File: config.mk
export PLATFORM = sky130hd
export DESIGN_NAME = tec_error_counters
export DESIGN_NICKNAME = d
export VERILOG_FILES = /design/src/common/tec_pkg.sv /design/src/rtl/tec_sat_counter.sv /design/src/rtl/tec_error_counters.sv
export SDC_FILE = /design/constraint.sdc
export NUM_CORES = 1
export LEC_CHECK = 0
export BUFFER_PORTS_ARGS = -buffer_cell sky130_fd_sc_hd__buf_2
export CAP_MARGIN = 30
export CORE_MARGIN = 5
export CORE_UTILIZATION = 50
export DETAILED_ROUTE_END_ITERATION = 6
export GPL_TIMING_DRIVEN = 0
export PLACE_DENSITY = 0.72
export SLEW_MARGIN = 20
export SYNTH_ARGS = -nofsm -noshare
export SYNTH_HDL_FRONTEND = slang
export SYNTH_SLANG_ARGS = --single-unit
File: constraint.sdc
create_clock -name pclk -period 2.8 [get_ports pclk]
set_input_delay 0.56 -clock pclk [delete_from_list [all_inputs] [get_ports pclk]]
set_output_delay 0.56 -clock pclk [all_outputs]
set_load 0.01 [all_outputs]
File: src/common/tec_pkg.sv
// constants and register map of the receive error counter block
package tec_pkg;
	// ======================================================
	// counter widths
	localparam int TEC_LINE_W = 16;
	localparam int TEC_PATH_W = 12;
	localparam int TEC_MF_W = 12;
	// ======================================================
	// register indices, byte address is four times the index
	localparam logic [5:0] TEC_IDX_LINE_HIGH = 6'h23;
	localparam logic [5:0] TEC_IDX_LINE_LOW = 6'h24;
	localparam logic [5:0] TEC_IDX_PATH_MF_HIGH = 6'h25;
	localparam logic [5:0] TEC_IDX_PATH_LOW = 6'h26;
	localparam logic [5:0] TEC_IDX_MF_LOW = 6'h27;
	localparam logic [5:0] TEC_IDX_CTRL = 6'h30;
	localparam logic [5:0] TEC_IDX_INT_STATUS = 6'h31;
	localparam logic [5:0] TEC_IDX_INT_MASK = 6'h32;
	// ======================================================
	// control register fields
	localparam int TEC_CTRL_EXCESS_ZERO = 0;
	localparam int TEC_CTRL_ZERO_SUBST = 1;
	localparam int TEC_CTRL_FRAMING_ESF = 2;
	localparam int TEC_CTRL_FS_ERROR = 3;
	localparam int TEC_CTRL_OOS_MODE = 4;
	localparam int TEC_CTRL_W = 5;
	localparam logic [4:0] TEC_CTRL_RESET = 5'h00;
	// ======================================================
	// interrupt status and mask fields
	localparam int TEC_INT_UPDATE = 0;
	localparam int TEC_INT_LINE_SAT = 1;
	localparam int TEC_INT_PATH_SAT = 2;
	localparam int TEC_INT_MF_SAT = 3;
	localparam int TEC_INT_W = 4;
	localparam logic [3:0] TEC_INT_RESET = 4'h0;
	// ======================================================
	// zero run lengths
	localparam logic [4:0] TEC_ZERO_RUN_PLAIN = 5'h10;
	localparam logic [4:0] TEC_ZERO_RUN_SUBST = 5'h08;
	localparam logic [4:0] TEC_ZERO_COUNT_RESET = 5'h00;
endpackage : tec_pkg

File: src/rtl/tec_sat_counter.sv
// saturating running counter with a latched copy taken on each boundary
`timescale 1ns/100ps
`default_nettype none
module tec_sat_counter
	import tec_pkg::*;
#(
	parameter int W = 16
)
(
	input wire logic pclk,
	input wire logic presetn,
	input wire logic inc,
	input wire logic boundary,
	output logic [W-1:0] running,
	output logic [W-1:0] latched,
	output logic sat_hit
);
	logic at_max;

	assign at_max = &running;
	assign sat_hit = inc && at_max;

	// ======================================================
	// running accumulation
	always_ff @(posedge pclk or negedge presetn)
	begin
		if (!presetn)
			running <= '0;
		else if (boundary)
			running <= inc ? {{(W-1){1'b0}}, 1'b1} : '0;
		else if (inc && !at_max)
			running <= running + {{(W-1){1'b0}}, 1'b1};
	end

	// ======================================================
	// host copy
	always_ff @(posedge pclk or negedge presetn)
	begin
		if (!presetn)
			latched <= '0;
		else if (boundary)
			latched <= running;
	end
endmodule : tec_sat_counter
`default_nettype wire

File: src/rtl/tec_error_counters.sv
// receive error counters of a t1 framer with an apb register port
// ======================================================
`timescale 1ns/100ps
`default_nettype none
module tec_error_counters
	import tec_pkg::*;
(
	input wire logic pclk,
	input wire logic presetn,
	input wire logic psel,
	input wire logic penable,
	input wire logic pwrite,
	input wire logic [7:0] paddr,
	input wire logic [31:0] pwdata,
	output logic [31:0] prdata,
	output logic pready,
	output logic pslverr,
	input wire logic one_second_flag,
	input wire logic bpv_strobe,
	input wire logic subst_code_strobe,
	input wire logic rx_bit_strobe,
	input wire logic rx_bit_zero,
	input wire logic crc6_error_strobe,
	input wire logic ft_error_strobe,
	input wire logic fs_error_strobe,
	input wire logic fps_error_strobe,
	input wire logic multiframe_strobe,
	input wire logic receiver_out_of_sync,
	input wire logic receive_sync_lost,
	output logic irq
);
	logic [TEC_CTRL_W-1:0] ctrl;
	logic [TEC_INT_W-1:0] int_status;
	logic [TEC_INT_W-1:0] int_mask;
	logic [TEC_INT_W-1:0] next_int_status;
	logic [TEC_INT_W-1:0] int_events;
	logic [TEC_INT_W-1:0] int_clear;
	logic [4:0] zero_count;
	logic [4:0] zero_limit;
	logic zero_event;
	logic bpv_counted;
	logic line_inc;
	logic path_inc;
	logic mf_inc;
	logic [TEC_LINE_W-1:0] line_running;
	logic [TEC_LINE_W-1:0] line_latched;
	logic [TEC_PATH_W-1:0] path_running;
	logic [TEC_PATH_W-1:0] path_latched;
	logic [TEC_MF_W-1:0] mf_running;
	logic [TEC_MF_W-1:0] mf_latched;
	logic line_sat;
	logic path_sat;
	logic mf_sat;
	logic [5:0] reg_index;
	logic bus_write;
	logic bus_setup;
	logic excess_zero_count_enable;
	logic receive_zero_substitution_enable;
	logic receive_framing_select;
	logic fs_error_count_enable;
	logic out_of_sync_mode_select;

	assign excess_zero_count_enable = ctrl[TEC_CTRL_EXCESS_ZERO];
	assign receive_zero_substitution_enable = ctrl[TEC_CTRL_ZERO_SUBST];
	assign receive_framing_select = ctrl[TEC_CTRL_FRAMING_ESF];
	assign fs_error_count_enable = ctrl[TEC_CTRL_FS_ERROR];
	assign out_of_sync_mode_select = ctrl[TEC_CTRL_OOS_MODE];

	// ======================================================
	// register decode
	function automatic logic reg_mapped(input logic [7:0] addr);
		logic [5:0] idx;
		idx = addr[7:2];
		reg_mapped = (addr[1:0] == 2'h0) &&
			((idx >= TEC_IDX_LINE_HIGH && idx <= TEC_IDX_MF_LOW) ||
			(idx >= TEC_IDX_CTRL && idx <= TEC_IDX_INT_MASK));
	endfunction : reg_mapped

	function automatic logic [7:0] reg_read(input logic [7:0] addr);
		reg_read = 8'h00;
		if (reg_mapped(addr))
		begin
			case (addr[7:2])
				TEC_IDX_LINE_HIGH: reg_read = line_latched[15:8];
				TEC_IDX_LINE_LOW: reg_read = line_latched[7:0];
				TEC_IDX_PATH_MF_HIGH: reg_read = {mf_latched[11:8], path_latched[11:8]};
				TEC_IDX_PATH_LOW: reg_read = path_latched[7:0];
				TEC_IDX_MF_LOW: reg_read = mf_latched[7:0];
				TEC_IDX_CTRL: reg_read = {3'h0, ctrl};
				TEC_IDX_INT_STATUS: reg_read = {4'h0, int_status};
				TEC_IDX_INT_MASK: reg_read = {4'h0, int_mask};
				default: reg_read = 8'h00;
			endcase
		end
	endfunction : reg_read

	assign reg_index = paddr[7:2];
	assign bus_setup = psel && !penable;
	assign bus_write = psel && penable && pwrite && reg_mapped(paddr);
	assign pready = 1'b1;
	assign pslverr = psel && penable && !reg_mapped(paddr);

	// ======================================================
	// read data, sampled in the setup cycle; reads have no side effect
	always_ff @(posedge pclk or negedge presetn)
	begin
		if (!presetn)
			prdata <= 32'h00000000;
		else if (bus_setup)
			prdata <= {24'h000000, reg_read(paddr)};
	end

	// ======================================================
	// control register
	always_ff @(posedge pclk or negedge presetn)
	begin
		if (!presetn)
			ctrl <= TEC_CTRL_RESET;
		else if (bus_write && reg_index == TEC_IDX_CTRL)
			ctrl <= pwdata[TEC_CTRL_W-1:0];
	end

	// ======================================================
	// interrupts: sticky status, write one to clear, set wins
	assign int_events = {mf_sat, path_sat, line_sat, one_second_flag};
	assign int_clear = (bus_write && reg_index == TEC_IDX_INT_STATUS) ?
		pwdata[TEC_INT_W-1:0] : TEC_INT_RESET;

	always_comb
	begin
		next_int_status = (int_status & ~int_clear) | int_events;
	end

	always_ff @(posedge pclk or negedge presetn)
	begin
		if (!presetn)
			int_status <= TEC_INT_RESET;
		else
			int_status <= next_int_status;
	end

	always_ff @(posedge pclk or negedge presetn)
	begin
		if (!presetn)
			int_mask <= TEC_INT_RESET;
		else if (bus_write && reg_index == TEC_IDX_INT_MASK)
			int_mask <= pwdata[TEC_INT_W-1:0];
	end

	assign irq = |(int_status & int_mask);

	// ======================================================
	// zero run detection on the received bit stream
	assign zero_limit = receive_zero_substitution_enable ? TEC_ZERO_RUN_SUBST :
		TEC_ZERO_RUN_PLAIN;
	assign zero_event = excess_zero_count_enable && rx_bit_strobe && rx_bit_zero &&
		(zero_count == zero_limit - 5'h01);

	always_ff @(posedge pclk or negedge presetn)
	begin
		if (!presetn)
			zero_count <= TEC_ZERO_COUNT_RESET;
		else if (rx_bit_strobe)
		begin
			if (!rx_bit_zero || zero_event)
				zero_count <= TEC_ZERO_COUNT_RESET;
			else if (zero_count < zero_limit - 5'h01)
				zero_count <= zero_count + 5'h01;
		end
	end

	// ======================================================
	// increment selection
	assign bpv_counted = bpv_strobe &&
		!(receive_zero_substitution_enable && subst_code_strobe);
	assign line_inc = bpv_counted || zero_event;

	always_comb
	begin
		if (receive_framing_select)
			path_inc = crc6_error_strobe;
		else
			path_inc = ft_error_strobe || (fs_error_count_enable && fs_error_strobe);
		if (receive_sync_lost)
			path_inc = 1'b0;
	end

	always_comb
	begin
		if (out_of_sync_mode_select)
			mf_inc = multiframe_strobe && receiver_out_of_sync;
		else if (receive_sync_lost)
			mf_inc = 1'b0;
		else if (receive_framing_select)
			mf_inc = fps_error_strobe;
		else
			mf_inc = ft_error_strobe;
	end

	// ======================================================
	// counters
	tec_sat_counter #(.W(TEC_LINE_W)) u_line_violation_counter (
		.pclk(pclk),
		.presetn(presetn),
		.inc(line_inc),
		.boundary(one_second_flag),
		.running(line_running),
		.latched(line_latched),
		.sat_hit(line_sat)
	);

	tec_sat_counter #(.W(TEC_PATH_W)) u_path_error_counter (
		.pclk(pclk),
		.presetn(presetn),
		.inc(path_inc),
		.boundary(one_second_flag),
		.running(path_running),
		.latched(path_latched),
		.sat_hit(path_sat)
	);

	tec_sat_counter #(.W(TEC_MF_W)) u_multiframe_counter (
		.pclk(pclk),
		.presetn(presetn),
		.inc(mf_inc),
		.boundary(one_second_flag),
		.running(mf_running),
		.latched(mf_latched),
		.sat_hit(mf_sat)
	);

	// ======================================================
	// checks
	chk_latch_on_second: assert property (@(posedge pclk) disable iff (!presetn)
		one_second_flag |=> (line_latched == $past(line_running)) &&
		(path_latched == $past(path_running)) && (mf_latched == $past(mf_running)))
		else $error("counter copies not refreshed on the second");

	chk_copy_hold: assert property (@(posedge pclk) disable iff (!presetn)
		!one_second_flag |=> $stable(line_latched) && $stable(path_latched) &&
		$stable(mf_latched))
		else $error("counter copy changed between seconds");

	chk_line_saturate: assert property (@(posedge pclk) disable iff (!presetn)
		(line_running == 16'hFFFF) && !one_second_flag |=> line_running == 16'hFFFF)
		else $error("line counter left full scale");

	chk_line_count_los: assert property (@(posedge pclk) disable iff (!presetn)
		bpv_strobe && !subst_code_strobe && receive_sync_lost && !one_second_flag &&
		(line_running != 16'hFFFF) |=> line_running == $past(line_running) + 16'h0001)
		else $error("line counter missed a violation");

	chk_subst_skip: assert property (@(posedge pclk) disable iff (!presetn)
		receive_zero_substitution_enable && subst_code_strobe && !zero_event &&
		!one_second_flag |=> $stable(line_running))
		else $error("substitution code counted as violation");

	chk_zero_run: assert property (@(posedge pclk) disable iff (!presetn)
		excess_zero_count_enable && rx_bit_strobe && rx_bit_zero && !bpv_strobe &&
		!one_second_flag && (line_running != 16'hFFFF) &&
		(zero_count == (receive_zero_substitution_enable ? 5'h07 : 5'h0F))
		|=> line_running == $past(line_running) + 16'h0001)
		else $error("zero run not counted");

	chk_path_crc: assert property (@(posedge pclk) disable iff (!presetn)
		receive_framing_select && crc6_error_strobe && !receive_sync_lost &&
		!one_second_flag && (path_running != 12'hFFF)
		|=> path_running == $past(path_running) + 12'h001)
		else $error("crc6 error not counted");

	chk_path_los: assert property (@(posedge pclk) disable iff (!presetn)
		receive_sync_lost && !one_second_flag |=> $stable(path_running))
		else $error("path counter moved during loss of sync");

	chk_mf_oos: assert property (@(posedge pclk) disable iff (!presetn)
		out_of_sync_mode_select && multiframe_strobe && receiver_out_of_sync &&
		!one_second_flag && (mf_running != 12'hFFF)
		|=> mf_running == $past(mf_running) + 12'h001)
		else $error("out of sync multiframe not counted");

	chk_mf_fbit_los: assert property (@(posedge pclk) disable iff (!presetn)
		!out_of_sync_mode_select && receive_sync_lost && !one_second_flag
		|=> $stable(mf_running))
		else $error("framing error count moved during loss of sync");

	chk_path_saturate: assert property (@(posedge pclk) disable iff (!presetn)
		(path_running == 12'hFFF) && !one_second_flag |=> path_running == 12'hFFF)
		else $error("path counter left full scale");

	chk_mf_saturate: assert property (@(posedge pclk) disable iff (!presetn)
		(mf_running == 12'hFFF) && !one_second_flag |=> mf_running == 12'hFFF)
		else $error("multiframe counter left full scale");

	chk_running_clear: assert property (@(posedge pclk) disable iff (!presetn)
		one_second_flag |=> (line_running == {15'h0000, $past(line_inc)}) &&
		(path_running == {11'h000, $past(path_inc)}) &&
		(mf_running == {11'h000, $past(mf_inc)}))
		else $error("running count not restarted on the second");

	chk_path_ft: assert property (@(posedge pclk) disable iff (!presetn)
		!receive_framing_select && !receive_sync_lost && ft_error_strobe &&
		!one_second_flag && (path_running != 12'hFFF)
		|=> path_running == $past(path_running) + 12'h001)
		else $error("ft error not counted in path counter");

	chk_path_fs_gate: assert property (@(posedge pclk) disable iff (!presetn)
		!receive_framing_select && !fs_error_count_enable && fs_error_strobe &&
		!ft_error_strobe && !one_second_flag |=> $stable(path_running))
		else $error("fs error counted while disabled");

	chk_mf_fbit: assert property (@(posedge pclk) disable iff (!presetn)
		!out_of_sync_mode_select && !receive_sync_lost && !one_second_flag &&
		(receive_framing_select ? fps_error_strobe : ft_error_strobe) &&
		(mf_running != 12'hFFF) |=> mf_running == $past(mf_running) + 12'h001)
		else $error("framing pattern error not counted");

	chk_read_line_high: assert property (@(posedge pclk) disable iff (!presetn)
		psel && !penable && (paddr == {TEC_IDX_LINE_HIGH, 2'b00})
		|=> prdata == {24'h000000, $past(line_latched[15:8])})
		else $error("line count high byte read wrong");

	chk_read_shared: assert property (@(posedge pclk) disable iff (!presetn)
		psel && !penable && (paddr == {TEC_IDX_PATH_MF_HIGH, 2'b00})
		|=> prdata == {24'h000000, $past(mf_latched[11:8]), $past(path_latched[11:8])})
		else $error("shared high nibble read wrong");
endmodule : tec_error_counters
`default_nettype wire

# [Word level (Yosys, flattened, before mapping)]
# Cells that the tools add are included.
[totals] register_bits=106 wordCells=99 input_bits=57 out_inout_bits=35
[op_classes] reduce_logical=45 order_cmp=5 mux=20 bitwise_logic=4 n_addsub=5 eq_ne=9
[ops] operator="$pmux 8 s8" n=1
[ops] operator="$eq 6x6->1 const B" n=8
[ops] operator="$mux 12" n=4
[ops] operator="$mux 16" n=2
[ops] operator="$add 12x1->12 const B" n=2
[ops] operator="$logic_and 1x1->1" n=24
[ops] operator="$reduce_and 12->1" n=2
[ops] operator="$add 16x1->16 const B" n=1
[ops] operator="$reduce_and 16->1" n=1
[ops] operator="$mux 5" n=3
[ops] operator="$ge 6x6->1 const B" n=2
[ops] operator="$le 6x6->1 const B" n=2
[ops] operator="$and 4x4->4" n=2
[ops] operator="$mux 1" n=8
[ops] operator="$mux 8" n=1
[ops] operator="$reduce_bool 2->1" n=4
[ops] operator="$logic_not 1->1" n=7
[ops] operator="$add 5x1->5 const B" n=1
[ops] operator="$eq 5x5->1" n=1
[ops] operator="$lt 5x5->1" n=1
[ops] operator="$sub 5x1->5 const B" n=1
[ops] operator="$logic_or 1x1->1" n=4
[ops] operator="$mux 4" n=1
[ops] operator="$not 4->4" n=1
[ops] operator="other kinds (4)" n=4

# [Logic depth before layout (Yosys ltp)]
# Gate-level depths: netlist (run 1).
[logic_depth] word_depth=10 ltp_mapped=7 ltp_nobuf=5

# [Hierarchy]
# From an unflattened synthesis (run 1), not the netlist that was laid out.
[unflattened] cells_unflattened=512 hier_area_um2=5749.3
[modules_own_cells] mod="tec_sat_counter (u_multiframe_counter ...)" area_each_um2=1141.1 n_inst=2 cells_each=94 seq_area_each_um2=600.6
[modules_own_cells] mod="tec_error_counters" area_each_um2=1946.9 n_inst=1 cells_each=191 seq_area_each_um2=650.6
[modules_own_cells] mod="tec_sat_counter (u_line_violation_counter)" area_each_um2=1520.2 n_inst=1 cells_each=133 seq_area_each_um2=800.8

# [Least setup slack after synthesis (run 1)]
# OpenSTA, ideal clock, no wires.
[synth_timing] path_kind="input port to output port" start="input paddr[3]" end="output pslverr" stages=6 t_required_ns=2.240 setup_slack_ns=0.587 n_path_buf=2 arrival_ns=1.653 cell_sequence="buf_2 -> buf_1 -> a21oi_1 -> a21oi_1 -> o22ai_1 -> a21oi_1"
[synth_between] elab_chain_cells=6 elab_cells_between_ends=10 cone_classes="order compare (4); reduce/logical (6)"
[synth_lines] element="start: declaration" line="tec_error_counters.sv:13" text="input wire logic [7:0] paddr,"
[synth_lines] element="$ge 6x6->1 (tied with other cells)" line="tec_error_counters.sv:75" text="((idx >= TEC_IDX_LINE_HIGH && idx <= TEC_IDX_MF_LOW) ||"
[synth_lines] element="$logic_and 1x1->1, on equally long branches" line="tec_error_counters.sv:75, tec_error_counters.sv:76"
[synth_lines] element="$logic_or 1x1->1 (*)" line="tec_error_counters.sv:75"
[synth_lines] element="$logic_and 1x1->1 (*)" line="tec_error_counters.sv:74" text="reg_mapped = (addr[1:0] == 2'h0) &&"
[synth_lines] element="$logic_not 1->1 (*)" line="tec_error_counters.sv:101" text="assign pslverr = psel && penable && !reg_mapped(paddr);"
[synth_lines] element="$logic_and 1x1->1 (*)" line="tec_error_counters.sv:101"
[synth_lines] element="end: declaration" line="tec_error_counters.sv:17" text="output logic pslverr,"
# Mark *: on every way between the ends. The rest lies on a longest branch, timed or not.

# [Final worst setup path (run 1)]
# Ends and elaborated chain as after synthesis.

==> run_results.csv, run 1 <==
group,metric,value,unit
run_status,status,"complete, no violations",
layout,area_delta_synth_final,14.1,%
timing,finalSetupTns,0,ns
power,vdd_drop_max,432,µV
floorplanning,die_y,117,µm
timing,fin_ws,0.225,ns
logic_synthesis,synth_top_flop_cell,"dfrtp_1",
clock_network,postCtsHoldBufs,0,
detailed_routing,finalWirelength,13.9,mm
power,clockPowerShare,42.7,%
worst_setup_path,cp_top_family,"buffers and inverters",
clock_network,root_buffer,"clkbuf_16",
power,p_comb_share,8.6,%
worst_setup_path,cp_max_fo,10,
worst_setup_path,worstReg2RegEnd,"u_line_violation_counter.running[10]",
worst_setup_path,crit_path_top_delay_cell,"buf_1",
worst_setup_path,path_cells,"buf_2, buf_1, a21oi_1, a21oi_1, o22ai_1, a21oi_1, buf_2",
global_route,gr-usage-met3,5.04,%
detailed_routing,firstDrtPassIters,7,
global_route,grt.met1_usage,28.1,%
placed_design,pre_cts_ws,0.0512,ns
worst_setup_path,crit_top_cell,"a21oi_1",
global_route,grt_max_degree,72,
layout,drive_gt1_share,27.6,%
detailed_routing,drc,0,
timing,rsz0062_at_grt,"no",
clock_network,ctsLongestPathBuffers,2,
floorplanning,die_width,117,µm
global_route,busiest_layer,"met2",
logic_synthesis,synth_edf_count,0,
timing,maxSlewHeadroom,46.2,%
logic_synthesis,ys_seq_elements,106,
timing,min_period,2.58,ns
clock_network,cts_tree,"yes",
timing,worst_pin_slew,0.800,ns
worst_setup_path,rrSetupSlack,0.47,ns
detailed_routing,postRouteAntennaNets,0,
clock_network,postCtsSetupBuffers,0,
timing,hold_violations,0,
worst_setup_path,crit_buf_inv,3,
floorplanning,num_io_pins,92,
detailed_routing,vias,4499,
timing,timing.fmax,388,MHz
placed_design,gp_congestion,0.957,
timing,fin_skew,0.00900,ns
logic_synthesis,ys_warn_count,0,
power,seqPwrFrac,48.8,%
logic_synthesis,syn_inst,524,
worst_setup_path,critical-path-max-stage-delay,0.48,ns
logic_synthesis,synth_cell_type_count,64,
worst_setup_path,r2r_start,"zero_count[3]",
timing,min_period_over_period,92.0,%
power,p_int,2.47,mW
timing,drv_slew,0,
logic_synthesis,netlist_area,5750,µm²
global_route,gr-total-overflow,0,
floorplanning,die_area,13700,µm²
logic_synthesis,synth_area_leaders,"dfrtp_1, mux2_2, buf_4",
layout,layout_common_cells,"dfrtp_1, mux2_2, buf_2, nand2_1, a21oi_1",
global_route,grt_pass1_wl,22.8,mm
power,power_leakage,2.93,nW
worst_setup_path,end_kind,"output pin",
global_route,grt_pass1_vias,4457,
layout,final_common_cell,"dfrtp_1",
worst_setup_path,worstRegToRegCells,6,
worst_setup_path,worstSetupPathType,"input port to output pin",
logic_synthesis,async_flop_share,100,%
global_route,antenna_found_initial,0,
placed_design,numPortBuffers,37,
detailed_routing,post_drt_wl_per_cell,18.7,µm
clock_network,cts_buffers,9,
detailed_routing,detail_route.iter0.violations,357,
layout,n_antenna_cell,0,
power,powerDensity,499,nW/µm²
worst_setup_path,crit_required,2.24,ns
floorplanning,start_util,50.8,%
layout,nNetsFinal,658,
clock_network,h-tree-depth,3,
run,cap_viol_max_count,0,
global_route,met2_usage,35.2,%
logic_synthesis,ys_seq_area_share,46.1,%
worst_setup_path,critPathArrivalTime,2.02,ns
global_route,grt_usage,21.2,%
clock_network,clkLatencyLatePin,0.35,ns
logic_synthesis,yosysTopAreaCellShare,46.1,%
clock_network,cts_resized,0,
timing,finalSetupViolations,0,
power,swShare,24.4,%
worst_hold_path,hold_class,"input port to async pin",
placed_design,dp_hpwl,10.5,mm
floorplanning,core_area,11300,µm²
logic_synthesis,syn_area_per_cell,11.0,µm²
clock_network,clkSinkCount,106,
power,switchingPower,0.796,mW
clock_network,clkTransAtPathRegs,0.07,ns
worst_setup_path,startpoint_type,"input port",
detailed_routing,viasPerCell,6.05,
logic_synthesis,yosysTopAreaCell,"dfrtp_1",
floorplanning,row_count,39,
[cells by family after synthesis]
group,share of synthesized area (%)
muxes,15.6
xor gates and xnor gates,0.152
AOI/OAI and AO/OA,14.1
adders and majority gates,1.09
and+or+nand+nor,16.6
buffers and inverters,6.14
DFF,46.1
other,0.131
[power by group through the flow]
stage | Clock (mW) | Sequential (mW) | Combinational (mW)
final | 1.40 | 1.59 | 0.280
after CTS | 1.42 | 1.59 | 0.281
after detailed placement | 0 | 1.62 | 0.279
after global placement | 0 | 1.62 | 0.266
after floorplan | 0 | 1.61 | 0.177
after global routing | 1.48 | 1.60 | 0.310
[cell type report]
cell class / instances / area [µm²]
sequential: 106 / 2650
inverter: 14 / 52.6
buffer: 51 / 300
clock buffer: 10 / 229
multi-input combinational: 376 / 2830
fill: 959 / 4760
tap: 143 / 179
clock inverter: 6 / 97.6
timing repair buffer: 38 / 219
[synthesized netlist by cell type (3+ instances only)]
library cell  count
nor2_1           21
buf_2             6
a32o_1            7
a31o_2            3
nand2_1          29
buf_1             6
or4_1            16
a22oi_1           6
mux2_2           62
or3_1             3
nor2b_1          11
o31a_1            3
o41ai_1           3
a211oi_1          3
a21oi_1          26
and3_1            4
nand4_1          11
nand3_1          22
a221oi_1          5
o31ai_1          15
o21ai_0          14
inv_1            14
a22o_1            4
nor4b_1           3
ha_1              5
buf_4            25
mux4_2            8
clkbuf_1         13
and4_1            7
nor4_1            9
and2_1            3
nor3_1            5
nor4_2            3
dfrtp_1         106
[stage by stage]
| stage | cell area (µm²) | instances | hold slack (ns) | power [mW] | util, % |
|---|---|---|---|---|---|
| 2_1_floorplan | 5840 | 547 | 0.264 | 1.79 | - |
| 3_3_place_gp | 6200 | 727 | 0.468 | 1.89 | 54.8 |
| 3_5_place_dp | 6230 | 728 | 0.478 | 1.90 | 55.1 |
| 4_1_cts | 6560 | 744 | 0.109 | 3.29 | 57.9 |
| 5_1_grt | 6560 | 744 | 0.117 | 3.39 | 57.9 |
| 6_report | 6560 | 744 | 0.0989 | 3.27 | 57.9 |
[sequential cells by signal, summed over array words and instances (netlist names), 8 cells and up]
name	cells
u_line_violation_counter.running	16
u_path_error_counter.latched	12
u_path_error_counter.running	12
prdata	8
u_line_violation_counter.latched	16
u_multiframe_counter.running	12
u_multiframe_counter.latched	12
[worst max path at each step]
stage,start,end,cells past startpoint
after floorplan,paddr[3],pslverr,6
after global placement,presetn,u_path_error_counter.running[0],1
after detailed placement,one_second_flag,u_line_violation_counter.running[7],5
after CTS,paddr[3],pslverr,7
after global routing,paddr[3],pslverr,7
final,paddr[3],pslverr,7
[routing by layer]
layer  share of wire [%]  routed length [µm]
met1                  43                6040
met2                  50                6980
met3                 5.1                 713
met4                 1.4                 201
met5                   0                   0
Note: power is estimated with default switching activity, not from simulation.
==> run 2: changes to the inputs <==
--- a/config.mk
+++ b/config.mk
@@ -8,10 +8,10 @@
 export BUFFER_PORTS_ARGS = -buffer_cell sky130_fd_sc_hd__buf_2
 export CAP_MARGIN = 30
 export CORE_MARGIN = 5
-export CORE_UTILIZATION = 50
+export CORE_UTILIZATION = 57
 export DETAILED_ROUTE_END_ITERATION = 6
 export GPL_TIMING_DRIVEN = 0
-export PLACE_DENSITY = 0.72
+export PLACE_DENSITY = 0.8
 export SLEW_MARGIN = 20
 export SYNTH_ARGS = -nofsm -noshare
 export SYNTH_HDL_FRONTEND = slang
==> run_results.csv, run 2 (same netlist as run 1, synthesis figures left out) <==
group,metric,value,unit
run_status,status,"complete, no violations",
clock_network,root_buffer,"clkbuf_8",
worst_setup_path,worstReg2RegEnd,"u_path_error_counter.running[4]",
layout,top_regs,"u_line_violation_counter.latched (16), u_line_violation_counter.running (16)",
clock_network,clkTransAtPathRegs,0.11,ns
global_route,grt_pass1_wl,23.3,mm
detailed_routing,detail_route.iter0.violations,368,
timing,timing.fmax,401,MHz
layout,nNetsFinal,658,
clock_network,clkSinkCount,106,
detailed_routing,firstDrtPassIters,5,
layout,n_antenna_cell,0,
clock_network,postCtsSetupBuffers,0,
global_route,gr-total-overflow,0,
detailed_routing,postRouteAntennaNets,0,
power,switchingPower,0.741,mW
timing,worst_pin_slew,0.720,ns
detailed_routing,drc,0,
layout,drive_gt1_share,27.6,%
worst_setup_path,critPathArrivalTime,1.93,ns
timing,rsz0062_at_grt,"no",
timing,finalSetupViolations,0,
timing,min_period_over_period,89.0,%
timing,fin_skew,0.0145,ns
global_route,grt_usage,23.1,%
power,clockPowerShare,31.7,%
worst_setup_path,path_cells,"buf_2, buf_1, a21oi_1, a21oi_1, o22ai_1, a21oi_1, buf_2",
detailed_routing,finalWirelength,13.7,mm
power,swShare,26.9,%
clock_network,h-tree-depth,3,
layout,layout_common_cells,"dfrtp_1, mux2_2, buf_2, nand2_1, a21oi_1",
detailed_routing,viasPerCell,6.18,
layout,fin_util,65.2,%
worst_setup_path,rrSetupSlack,0.43,ns
power,seqPwrFrac,58.0,%
placed_design,gp_congestion,0.931,
floorplanning,die_area,12200,µm²
worst_setup_path,crit_path_top_delay_cell,"buf_1",
clock_network,ctsLongestPathBuffers,2,
layout,final_common_cell,"dfrtp_1",
layout,final_cell_area,6400,µm²
placed_design,postPlaceCellArea,6220,µm²
placed_design,numPortBuffers,37,
detailed_routing,post_drt_wl_per_cell,18.6,µm
power,p_int,2.01,mW
worst_setup_path,crit_top_cell,"a21oi_1",
clock_network,clkLatencyLatePin,0.38,ns
clock_network,postCtsHoldBufs,0,
clock_network,cts_buffers,9,
floorplanning,die_y,110,µm
layout,area_delta_synth_final,11.3,%
power,vdd_drop_max,317,µV
floorplanning,num_io_pins,92,
power,p_comb_share,10.2,%
power,powerDensity,430,nW/µm²
worst_setup_path,end_kind,"output pin",
timing,min_period,2.49,ns
timing,drv_slew,0,
worst_setup_path,cp_max_fo,10,
worst_setup_path,startpoint_type,"input port",
worst_setup_path,worstRegToRegCells,5,
power,power_leakage,2.85,nW
worst_setup_path,critical-path-max-stage-delay,0.47,ns
worst_setup_path,r2r_start,"u_path_error_counter.running[1]",
run,cap_viol_max_count,0,
global_route,grt_max_degree,74,
floorplanning,start_util,58.5,%
worst_setup_path,worstSetupPathType,"input port to output pin",
worst_setup_path,crit_required,2.24,ns
floorplanning,core_area,9820,µm²
clock_network,cts_resized,0,
global_route,grt_pass1_vias,4585,
placed_design,dp_hpwl,10.4,mm
worst_hold_path,hold_class,"input port to async pin",
floorplanning,die_width,110,µm
global_route,antenna_found_initial,0,
floorplanning,row_count,36,
timing,maxSlewHeadroom,51.6,%
detailed_routing,vias,4539,
timing,hold_violations,0,
clock_network,cts_tree,"yes",
-- run 2: worst max-delay path by stage --
stage | from | endpoint | slack, ns
2_1_floorplan | paddr[3] | pslverr | 0.59
3_3_place_gp | one_second_flag | u_path_error_counter.running[8] | 0.03
3_5_place_dp | one_second_flag | u_path_error_counter.running[3] | -0.03
4_1_cts | paddr[3] | pslverr | 0.31
5_1_grt | paddr[3] | pslverr | 0.18
6_report | paddr[3] | pslverr | 0.31
-- run 2: power by group through the flow --
stage / clock network, mW / registers, mW / logic (mW)
finish: 0.873 / 1.60 / 0.281
global route: 0.955 / 1.60 / 0.312
CTS: 0.894 / 1.59 / 0.280
detailed placement: 0 / 1.62 / 0.279
global placement: 0 / 1.62 / 0.264
floorplan: 0 / 1.61 / 0.177
-- run 2: layer usage --
metal	wire (µm)	up-vias	part of all wire [%]	global-route usage, %
met5	0	-	0	0
met4	244	0	1.8	6.65
met3	785	28	5.7	4.32
met2	7010	168	51	40.0
met1	5630	2238	41	29.7
li1	-	2105	-	-
-- run 2: through the flow --
stage          worst slack, ns  setup TNS (ns)  power [mW]  std cells  hold WS (ns)
3_5_place_dp           -0.0314          -0.195        1.90        718         0.466
3_3_place_gp            0.0341               0        1.89        717         0.460
5_1_grt                  0.176               0        2.87        734        0.0668
4_1_cts                  0.314               0        2.77        734        0.0540
2_1_floorplan            0.587               0        1.79        547         0.264
6_report                 0.308               0        2.75        734        0.0530
-- run 2: final cells by class --
cell class / count / area (µm²)
Fill cell: 786 / 3420
Multi-Input combinational cell: 376 / 2830
Sequential cell: 106 / 2650
Buffer: 51 / 300
Timing Repair Buffer: 38 / 219
Tap cell: 133 / 166
Clock buffer: 10 / 128
Inverter: 14 / 52.6
Clock inverter: 6 / 51.3
-- run 2: critical path: cells and delay by family --
family	cells	cell delay [ns]
buffers and inverters	3	0.78
AOI/OAI and AO/OA	4	0.59
